File: src/verilog/sdcsf_pkg.sv
// Constants shared by the stereo DAC clock and serial front end
package sdcsf_pkg;
    localparam int SAMPLE_W = 18;
    localparam int SHORT_W = 16;
    localparam int RATIO_LO = 256;
    localparam int RATIO_HI = 384;
    localparam int FILT_RATIO = 128;
    localparam int INTERP = 8;
    localparam int MOD_OSR = 64;
    localparam int LATENCY_WORDS = 33;
    localparam int CAL_WORDS = 1024;
    localparam int RESET_MIN_CYC = 2;
    localparam int STEP_LO = RATIO_LO / INTERP;
    localparam int STEP_HI = RATIO_HI / INTERP;
    localparam int FDIV_LO = RATIO_LO / FILT_RATIO;
    localparam int FDIV_HI = RATIO_HI / FILT_RATIO;
    localparam int BUF_DEPTH = LATENCY_WORDS - 1;
    localparam int ADDR_W = 4;
    localparam int DATA_W = 16;
    localparam logic [3:0] REG_STATUS = 4'h0;
    localparam logic [3:0] REG_LEFT = 4'h1;
    localparam logic [3:0] REG_RIGHT = 4'h2;
    localparam logic [3:0] REG_CTRL = 4'h3;
    localparam int CTRL_RESTART_BIT = 0;
    localparam logic [1:0] FMT_RJ16 = 2'h0;
    localparam logic [1:0] FMT_RJ18 = 2'h1;
    localparam logic [1:0] FMT_LJ = 2'h2;
    localparam logic [1:0] FMT_I2S = 2'h3;
    typedef enum logic [2:0] {
        ST_KICK = 3'h1,
        ST_CAL = 3'h2,
        ST_RUN = 3'h4
    } sdcsf_state_e;
endpackage

File: src/verilog/sdcsf_chan.sv
// One channel: 8x linear interpolation and first-order one-bit modulator
`timescale 1ns/1ns
`default_nettype none
module sdcsf_chan (
    input wire logic clk,
    input wire logic rstn,
    input wire logic step_en,
    input wire logic word_en,
    input wire logic zero,
    input wire logic [17:0] sample,
    output logic bit_out
);
    logic signed [18:0] prev_q, prev_d;
    logic signed [18:0] delta_q, delta_d;
    logic signed [21:0] acc_q, acc_d;
    logic signed [24:0] integ_q, integ_d;
    logic bit_q, bit_d;
    logic signed [24:0] fb;

    always_comb begin
        prev_d = prev_q;
        delta_d = delta_q;
        acc_d = acc_q;
        fb = bit_q ? 25'sh0100000 : -25'sh0100000;
        if (step_en) begin
            acc_d = acc_q + 22'(delta_q);
        end
        if (word_en) begin
            prev_d = 19'(signed'(sample));
            delta_d = 19'(signed'(sample)) - prev_q;
        end
        if (zero) begin
            prev_d = '0;
            delta_d = '0;
            acc_d = '0;
        end
        // Modulator runs every master cycle, the fastest rate available
        integ_d = integ_q + 25'(acc_q) - fb;
        bit_d = ~integ_d[24];
    end

    always_ff @(posedge clk) begin
        if (!rstn) begin
            prev_q <= '0;
            delta_q <= '0;
            acc_q <= '0;
            integ_q <= '0;
            bit_q <= 1'b0;
        end else begin
            prev_q <= prev_d;
            delta_q <= delta_d;
            acc_q <= acc_d;
            integ_q <= integ_d;
            bit_q <= bit_d;
        end
    end

    assign bit_out = bit_q;
endmodule
`default_nettype wire

File: src/verilog/sdcsf_top.sv
// Stereo DAC front end: clocks, serial input, calibration, interpolation
// What this block does
// - Ratio select low means master is 256x word rate, high means 384x.
// - Word rate equals word clock rate; each period carries left and right.
// - Filter clock output runs at exactly 128x the word rate.
// - Formats 0,1,3 use rising bit clock edge; format 2 uses falling.
// - Samples pass 8x interpolation then a one-bit modulator.
// - Sample to output latency is 33 word periods.
// - Sample words may be 16 or 18 bits.
// - Two static format selects choose four formats, default low.
// - Master clock drives interpolation filter and modulator.
// - Filter band edges scale with the word rate.
// - Upper select is the high bit of the two-bit format number.
// - Samples arrive MSB first in two's complement.
// - Leaving reset runs 1024 word periods of calibration, output zero.
// - Calibration flag high from reset until post-reset calibration ends.
`timescale 1ns/1ns
`default_nettype none
module sdcsf_top #(
    parameter int CAL_WORDS = sdcsf_pkg::CAL_WORDS
) (
    input wire logic CLK,
    input wire logic RSTN,
    input wire logic CLOCK_RATIO_SELECT,
    input wire logic FORMAT_SELECT_LO,
    input wire logic FORMAT_SELECT_HI,
    input wire logic SERIAL_BIT_CLOCK,
    input wire logic WORD_CHANNEL_CLOCK,
    input wire logic SERIAL_SAMPLE_IN,
    input wire logic [3:0] REG_ADDR,
    input wire logic [15:0] REG_WDATA,
    input wire logic REG_WR,
    input wire logic REG_RD,
    output logic [15:0] REG_RDATA,
    output logic FILTER_CLOCK_OUT,
    output logic CALIBRATION_ACTIVE_OUT,
    output logic MOD_OUT_LEFT,
    output logic MOD_OUT_RIGHT
);
    localparam int SW = sdcsf_pkg::SAMPLE_W;
    localparam int BD = sdcsf_pkg::BUF_DEPTH;

    // Pin synchronisers; stage one feeds stage two only
    logic [5:0] pin_raw;
    logic [5:0] s1_q, s2_q;
    assign pin_raw = {CLOCK_RATIO_SELECT, FORMAT_SELECT_HI, FORMAT_SELECT_LO,
                      SERIAL_BIT_CLOCK, WORD_CHANNEL_CLOCK, SERIAL_SAMPLE_IN};
    always_ff @(posedge CLK) begin
        if (!RSTN) begin
            s1_q <= '0;
            s2_q <= '0;
        end else begin
            s1_q <= pin_raw;
            s2_q <= s1_q;
        end
    end

    logic ratio_hi, bck, word_channel_clock, sdata;
    logic [1:0] fmt;
    assign ratio_hi = s2_q[5];
    assign fmt = s2_q[4:3];
    assign bck = s2_q[2];
    assign word_channel_clock = s2_q[1];
    assign sdata = s2_q[0];

    // Serial receiver state
    logic bck_prev_q, bck_prev_d;
    logic lr_prev_q, lr_prev_d;
    logic lr_last_q, lr_last_d;
    logic [SW-1:0] sh_q, sh_d;
    logic [4:0] bcnt_q, bcnt_d;
    logic [SW-1:0] left_q, left_d, right_q, right_d;
    logic act, lr_chg, lr_rise, cap_en, cap_left;
    logic [SW-1:0] cap_val;

    always_comb begin
        bck_prev_d = bck;
        lr_prev_d = word_channel_clock;
        lr_rise = word_channel_clock & ~lr_prev_q;
        act = (fmt == sdcsf_pkg::FMT_LJ) ? (~bck & bck_prev_q) : (bck & ~bck_prev_q);
        lr_chg = act & (word_channel_clock != lr_last_q);
        lr_last_d = act ? word_channel_clock : lr_last_q;
        sh_d = act ? {sh_q[SW-2:0], sdata} : sh_q;
        bcnt_d = bcnt_q;
        if (lr_chg) begin
            bcnt_d = '0;
        end else if (act && bcnt_q != 5'h1f) begin
            bcnt_d = bcnt_q + 5'h01;
        end
        cap_en = 1'b0;
        cap_left = word_channel_clock;
        cap_val = sh_d;
        case (fmt)
            sdcsf_pkg::FMT_RJ16: begin
                // Right-justified: the word just ended sits in the shifter
                cap_en = lr_chg;
                cap_left = lr_last_q;
                cap_val = {sh_q[sdcsf_pkg::SHORT_W-1:0], 2'h0};
            end
            sdcsf_pkg::FMT_RJ18: begin
                cap_en = lr_chg;
                cap_left = lr_last_q;
                cap_val = sh_q;
            end
            sdcsf_pkg::FMT_LJ: begin
                cap_en = act && !lr_chg && bcnt_q == 5'(SW - 2);
            end
            sdcsf_pkg::FMT_I2S: begin
                // One bit delay; word clock low marks the left word
                cap_en = act && !lr_chg && bcnt_q == 5'(SW - 1);
                cap_left = ~word_channel_clock;
            end
            default: begin
                cap_en = 1'b0;
            end
        endcase
        left_d = (cap_en && cap_left) ? cap_val : left_q;
        right_d = (cap_en && !cap_left) ? cap_val : right_q;
    end

    always_ff @(posedge CLK) begin
        if (!RSTN) begin
            bck_prev_q <= 1'b0;
            lr_prev_q <= 1'b0;
            lr_last_q <= 1'b0;
            sh_q <= '0;
            bcnt_q <= '0;
            left_q <= '0;
            right_q <= '0;
        end else begin
            bck_prev_q <= bck_prev_d;
            lr_prev_q <= lr_prev_d;
            lr_last_q <= lr_last_d;
            sh_q <= sh_d;
            bcnt_q <= bcnt_d;
            left_q <= left_d;
            right_q <= right_d;
        end
    end

    // Calibration sequencer
    sdcsf_pkg::sdcsf_state_e st_q, st_d;
    logic [10:0] cal_cnt_q, cal_cnt_d;
    logic restart, resync;

    assign restart = REG_WR && REG_ADDR == sdcsf_pkg::REG_CTRL
        && REG_WDATA[sdcsf_pkg::CTRL_RESTART_BIT];

    always_comb begin
        st_d = st_q;
        cal_cnt_d = cal_cnt_q;
        resync = 1'b0;
        case (st_q)
            sdcsf_pkg::ST_KICK: begin
                // Filter clock stays idle until the word clock rises
                if (lr_rise) begin
                    st_d = sdcsf_pkg::ST_CAL;
                    cal_cnt_d = '0;
                    resync = 1'b1;
                end
            end
            sdcsf_pkg::ST_CAL: begin
                if (lr_rise) begin
                    cal_cnt_d = cal_cnt_q + 11'h001;
                    if (cal_cnt_q == 11'(CAL_WORDS - 1)) begin
                        st_d = sdcsf_pkg::ST_RUN;
                    end
                end
            end
            sdcsf_pkg::ST_RUN: begin
                st_d = sdcsf_pkg::ST_RUN;
            end
            default: begin
                st_d = sdcsf_pkg::ST_KICK;
            end
        endcase
        if (restart && st_q != sdcsf_pkg::ST_KICK) begin
            st_d = sdcsf_pkg::ST_CAL;
            cal_cnt_d = '0;
        end
    end

    always_ff @(posedge CLK) begin
        if (!RSTN) begin
            st_q <= sdcsf_pkg::ST_KICK;
            cal_cnt_q <= '0;
        end else begin
            st_q <= st_d;
            cal_cnt_q <= cal_cnt_d;
        end
    end

    logic running, active;
    assign running = (st_q == sdcsf_pkg::ST_RUN);
    assign active = (st_q != sdcsf_pkg::ST_KICK);

    // Clock dividers: filter clock, interpolation step and word tick
    logic [1:0] fdiv_q, fdiv_d;
    logic fclk_q, fclk_d;
    logic [5:0] sdiv_q, sdiv_d;
    logic [2:0] step_q, step_d;
    logic step_en, word_en;
    logic [1:0] fdiv_max;
    logic [5:0] sdiv_max;

    always_comb begin
        fdiv_max = ratio_hi ? 2'(sdcsf_pkg::FDIV_HI - 1) : 2'(sdcsf_pkg::FDIV_LO - 1);
        sdiv_max = ratio_hi ? 6'(sdcsf_pkg::STEP_HI - 1) : 6'(sdcsf_pkg::STEP_LO - 1);
        fdiv_d = (fdiv_q >= fdiv_max) ? 2'h0 : fdiv_q + 2'h1;
        step_en = active && sdiv_q == sdiv_max;
        sdiv_d = (sdiv_q >= sdiv_max) ? 6'h00 : sdiv_q + 6'h01;
        step_d = step_en ? step_q + 3'h1 : step_q;
        word_en = step_en && step_q == 3'(sdcsf_pkg::INTERP - 1);
        if (resync || !active) begin
            // Internal word timing restarts on the kick edge
            fdiv_d = '0;
            sdiv_d = '0;
            step_d = '0;
        end
        fclk_d = active && fdiv_d == 2'h0;
    end

    always_ff @(posedge CLK) begin
        if (!RSTN) begin
            fdiv_q <= '0;
            fclk_q <= 1'b0;
            sdiv_q <= '0;
            step_q <= '0;
        end else begin
            fdiv_q <= fdiv_d;
            fclk_q <= fclk_d;
            sdiv_q <= sdiv_d;
            step_q <= step_d;
        end
    end

    // Latency line: 32 words here plus one of interpolation lag
    logic [2*SW-1:0] dly_q [BD];
    logic [2*SW-1:0] dly_d [BD];
    logic [4:0] wp_q, wp_d;
    logic [2*SW-1:0] dly_out_q, dly_out_d;

    always_comb begin
        dly_d = dly_q;
        wp_d = wp_q;
        dly_out_d = dly_out_q;
        if (word_en) begin
            dly_out_d = dly_q[wp_q];
            dly_d[wp_q] = {left_q, right_q};
            wp_d = (wp_q == 5'(BD - 1)) ? 5'h00 : wp_q + 5'h01;
        end
        if (!running) begin
            dly_out_d = '0;
        end
    end

    always_ff @(posedge CLK) begin
        if (!RSTN) begin
            dly_q <= '{default: '0};
            wp_q <= '0;
            dly_out_q <= '0;
        end else begin
            dly_q <= dly_d;
            wp_q <= wp_d;
            dly_out_q <= dly_out_d;
        end
    end

    // Channels run from the master clock
    logic [1:0] mod_bits;
    genvar gi;
    generate
        for (gi = 0; gi < 2; gi++) begin : g_chan
            sdcsf_chan u_chan (
                .clk(CLK),
                .rstn(RSTN),
                .step_en(step_en),
                .word_en(word_en),
                .zero(!running),
                .sample(dly_out_q[gi*SW +: SW]),
                .bit_out(mod_bits[gi])
            );
        end
    endgenerate

    // Register read port, data one cycle after the strobe
    logic [15:0] rdata_q, rdata_d;
    always_comb begin
        rdata_d = '0;
        if (REG_RD) begin
            case (REG_ADDR)
                sdcsf_pkg::REG_STATUS: begin
                    rdata_d = {9'h000, st_q, fmt, ratio_hi, ~running};
                end
                sdcsf_pkg::REG_LEFT: begin
                    rdata_d = left_q[SW-1:2];
                end
                sdcsf_pkg::REG_RIGHT: begin
                    rdata_d = right_q[SW-1:2];
                end
                default: begin
                    rdata_d = '0;
                end
            endcase
        end
    end

    always_ff @(posedge CLK) begin
        if (!RSTN) begin
            rdata_q <= '0;
        end else begin
            rdata_q <= rdata_d;
        end
    end

    logic cal_q, cal_d;
    assign cal_d = !running;
    always_ff @(posedge CLK) begin
        if (!RSTN) begin
            cal_q <= 1'b1;
        end else begin
            cal_q <= cal_d;
        end
    end

    assign REG_RDATA = rdata_q;
    assign FILTER_CLOCK_OUT = fclk_q;
    assign CALIBRATION_ACTIVE_OUT = cal_q;
    assign MOD_OUT_LEFT = mod_bits[1];
    assign MOD_OUT_RIGHT = mod_bits[0];
endmodule
`default_nettype wire

File: config.mk
export PLATFORM = sky130hd
export DESIGN_NAME = sdcsf_top
export DESIGN_NICKNAME = d
export VERILOG_FILES = /design/src/verilog/sdcsf_pkg.sv /design/src/verilog/sdcsf_chan.sv /design/src/verilog/sdcsf_top.sv
export SDC_FILE = /design/constraint.sdc
export NUM_CORES = 2
export LEC_CHECK = 0
export BUFFER_PORTS_ARGS = -buffer_cell sky130_fd_sc_hd__buf_2
export CAP_MARGIN = 40
export CORE_MARGIN = 8
export CORE_UTILIZATION = 62
export CTS_CLUSTER_SIZE = 30
export DETAILED_ROUTE_END_ITERATION = 10
export PLACE_DENSITY = 0.78
export SLEW_MARGIN = 40
export SYNTH_ARGS = -nofsm -noshare
export SYNTH_HDL_FRONTEND = slang
export SYNTH_SLANG_ARGS = --single-unit
File: constraint.sdc
create_clock -name CLK -period 3.5 [get_ports CLK]
set_clock_uncertainty 0.05 [all_clocks]
set_input_delay 0.7 -clock CLK [delete_from_list [all_inputs] [get_ports CLK]]
set_output_delay 0.7 -clock CLK [all_outputs]
set_load 0.01 [all_outputs]
==> metrics.md <==
| Metric | Value |
|---|---|
| Final WL | `206 mm` |
| CTS resizes | `0` |
| CTS tree | `done` |
| Starting density of the core | `62.3%` |
| Post-Syn Nets | `8,321` |
| Ys Warns | `0` |
| Tightest Pin Transition | `roughly 970 ps` |
| Leak Pwr | `0.0256 uW` |
| Clk buf depth | `3` |
| DR WL/cell | `22.0 um` |
| R2r startpoint | `wp_q[0]` |
| CTS HTree Levels | `4` |
| Placed Cells incl. Taps | `9,109` |
| Crit start category | `register` |
| Slew Viols, Final | `0` |
| Syn_area_per_cell | `8.35 um^2` |
| Final worst path period share | `93.2%` |
| Yosys reg bits | `1,480` |
| CTS sink cnt | `1,480` |
| Dpl hpwl | `128 mm` |
| Synth cell types | `87` |
| CP required | `4080 ps` |
| Hold Vio Cnt, Final | `0` |
| Routed vias/inst | `6.25` |
| Ys flop type | `dfxtp_1` |
| Core region area | `about 110,000 um^2` |
| Die width | `346 um` |
| Final Cell Area | `74,700 um^2` |
| Largest net degree at the start of global routing | `182` |
| DR iter-0 viols | `7,263` |
| Placed instance area | `69,400 um^2` |
| Nets | `roughly 8,100` |
| Clock latency at the later pin of the worst-skew pair | `780 ps` |
| Pwr dens | `495 nW/um^2` |
| Synth Instances | `8,100` |
| Site row count | `around 120` |
| Die area | `between 100,000 and 150,000 um^2` |
| I/O pin count | `50` |
| Pre-antenna DRT Iters | `9` |
| Final setup fails | `0` |
| Die H | `346 um` |
| Max-cap viol count | `0` |
| Status | `finished clean` |
| Antenna violations before repair | `4` |
| Fin cells | `~9,400` |
| Final worst slack | `237 ps` |
| Commonest non-fill, non-tap cell in the layout | `nand2_1` |
| Slowest CP cell | `a221oi_1` |
| RePlAce Congestion | `0.949` |
| Vias in the first global route | `56,346` |
| CP arrival | `between 3000 and 4000 ps` |
| Ys async rst share | `0%` |
| Hold crit path type | `in2reg` |
| CTS Buf Count | `151` |
| Unrepaired setup endpoints after global routing | `false` |
| Clk root buf | `clkbuf_16` |
| Sequential share of the synthesized area | `between 40% and 50%` |
| Commonest non-fill, non-tap cells in the layout | `2,542 x nand2_1, 1,474 x dfxtp_1, 1,344 x a21oi_1` |
| Overall Global Routing Usage | `33.0%` |
| P&R area growth vs syn | `10.5%` |
| Hold Crit Start | `FORMAT_SELECT_LO` |
| Antenna viol nets, final | `0` |
| Synthesized cell area | `67,600 um^2` |
| Max transition margin | `35.4%` |
| Hold buffers post-CTS | `0` |
| CP endpoint kind | `register` |
| DP Worst Slack | `343 ps` |
| Clock Pin Slew Worst Setup and Hold Paths | `60 ps` |
| Global-route wire length before repair | `318 mm` |
| Fraction of layout cells with a size suffix above 1 | `11.6%` |
| Overflow after GRT | `0` |
| Worst hold slack | `81.6 ps` |
| CP top delay family | `compound AO/OA/AOI/OAI gates` |
| Maximum vdd drop | `584 uV` |
| Worst Setup SP | `wp_q[0]` |
| Setup Fix Bufs, Post-CTS | `0` |
| Vias | `between 50,000 and 60,000` |
| Min cycle time layout | `3260 ps` |
| Crit path largest cell delay | `790 ps` |
| Max frequency | `between 300 and 400 MHz` |
| Most frequent CP cell | `buf_12` |
| Total negative slack | `0 ps` |
| Worst Path Buf+Inv | `2` |
| Cell Chain, Critical Path | `buf_12, buf_12, mux4_2, a22o_1, a221oi_1, nand4_1, o21ai_1, nor2_1` |
| Worst Setup Path Type | `reg2reg` |
| Residual DRC count | `0` |
| Post-synth EDFFs | `0` |
| Port Buffers | `34` |
| CP max FO | `21` |
cell usage after synthesis, types with 14 or more instances:
cell type	count	area, um^2
a22oi_1	92	691
a211oi_1	43	323
nand2_1	2543	9550
buf_2	158	791
and2_1	27	169
nand2b_1	25	156
nor2_1	232	871
buf_1	129	484
nor2b_1	31	194
nor3b_1	14	105
and3_1	28	175
a31oi_1	20	125
clkbuf_1	361	1360
o21ai_0	44	220
mux2i_1	69	691
nand4_1	56	350
ha_1	181	2260
a22o_1	44	385
nor2_4	32	360
nand3_1	58	290
a21oi_1	1344	6730
xor2_1	38	333
mux4_2	288	6490
a21o_1	60	450
inv_1	241	905
xnor2_1	61	534
o21bai_1	14	105
a221oi_1	36	315
nor3_1	33	165
o21ai_1	70	350
nand2_2	31	194
buf_4	34	255
dfxtp_1	1480	29600
cell type report:
class / count / area (um^2)
repair buffers: 283 / 2890
flip-flops and latches: 1480 / 29600
clock inverters: 51 / 830
diodes: 3 / 7.51
clock buffers: 217 / 4440
well taps: 1414 / 1770
fillers: 8269 / 33800
inverters: 243 / 922
multi-input cells: 5692 / 34200
sequential cells by signal, indices dropped and copies added, names as in the netlist, 2 cells and up:
| signal | cells |
|---|---|
| s1_q | 6 |
| g_chan.u_chan.prev_q | 36 |
| fdiv_q | 2 |
| dly_out_q | 36 |
| st_q | 3 |
| wp_q | 5 |
| s2_q | 6 |
| left_q | 18 |
| g_chan.u_chan.delta_q | 38 |
| sh_q | 18 |
| sdiv_q | 6 |
| g_chan.u_chan.integ_q | 50 |
| g_chan.u_chan.bit_out | 2 |
| cal_cnt_q | 11 |
| g_chan.u_chan.acc_q | 44 |
| step_q | 3 |
| bcnt_q | 5 |
| dly_q | 1152 |
| REG_RDATA | 16 |
| right_q | 18 |
cells by family after synthesis:
family,share of synthesized area [%]
fa+ha+maj,3.64
mux,10.6
xor+xnor,1.32
flops,43.8
simple gates,19.4
compound gates,15.6
buf+inv,5.65
power breakdown:
part | internal, uW | leakage, uW | total (uW) | switching [uW]
Combinational | 1150 | 0.0111 | 2870 | 1720
Sequential | 17000 | 0.0119 | 17100 | 75.3
Clock | 10100 | 0.00260 | 17100 | 6950
per-layer routing:
metal / global-route usage, % / part of all wire [%]
met3: 8.19 / 11
met2: 52.1 / 45
met1: 40.9 / 37
met4: 19.8 / 7.0
met5: 0.0400 / 0.013
stage by stage:
stage,utilization [%],total power (uW)
floorplan,-,19700
global placement,63.9,20200
detailed placement,64.0,20300
CTS,68.8,37100
global route,68.8,38100
finish,68.9,37000
final timing paths:
path / endpoint / slack (ps) / cells after the start
setup / recovery: dly_out_q[15] / 240 / 8
hold / removal: s1_q[3] / 80 / 2
setup reg to reg: dly_out_q[15] / 240 / 8
hold reg to reg: s2_q[1] / 380 / 1
worst reg2reg max path: stages, from the launching register on:
cell	delay [ps]
dfxtp_4	370
buf_12	180
buf_12	230
mux4_2	590
a22o_1	280
a221oi_1	790
nand4_1	390
o21ai_1	190
nor2_1	50
Power figures use the tool's default switching activity.
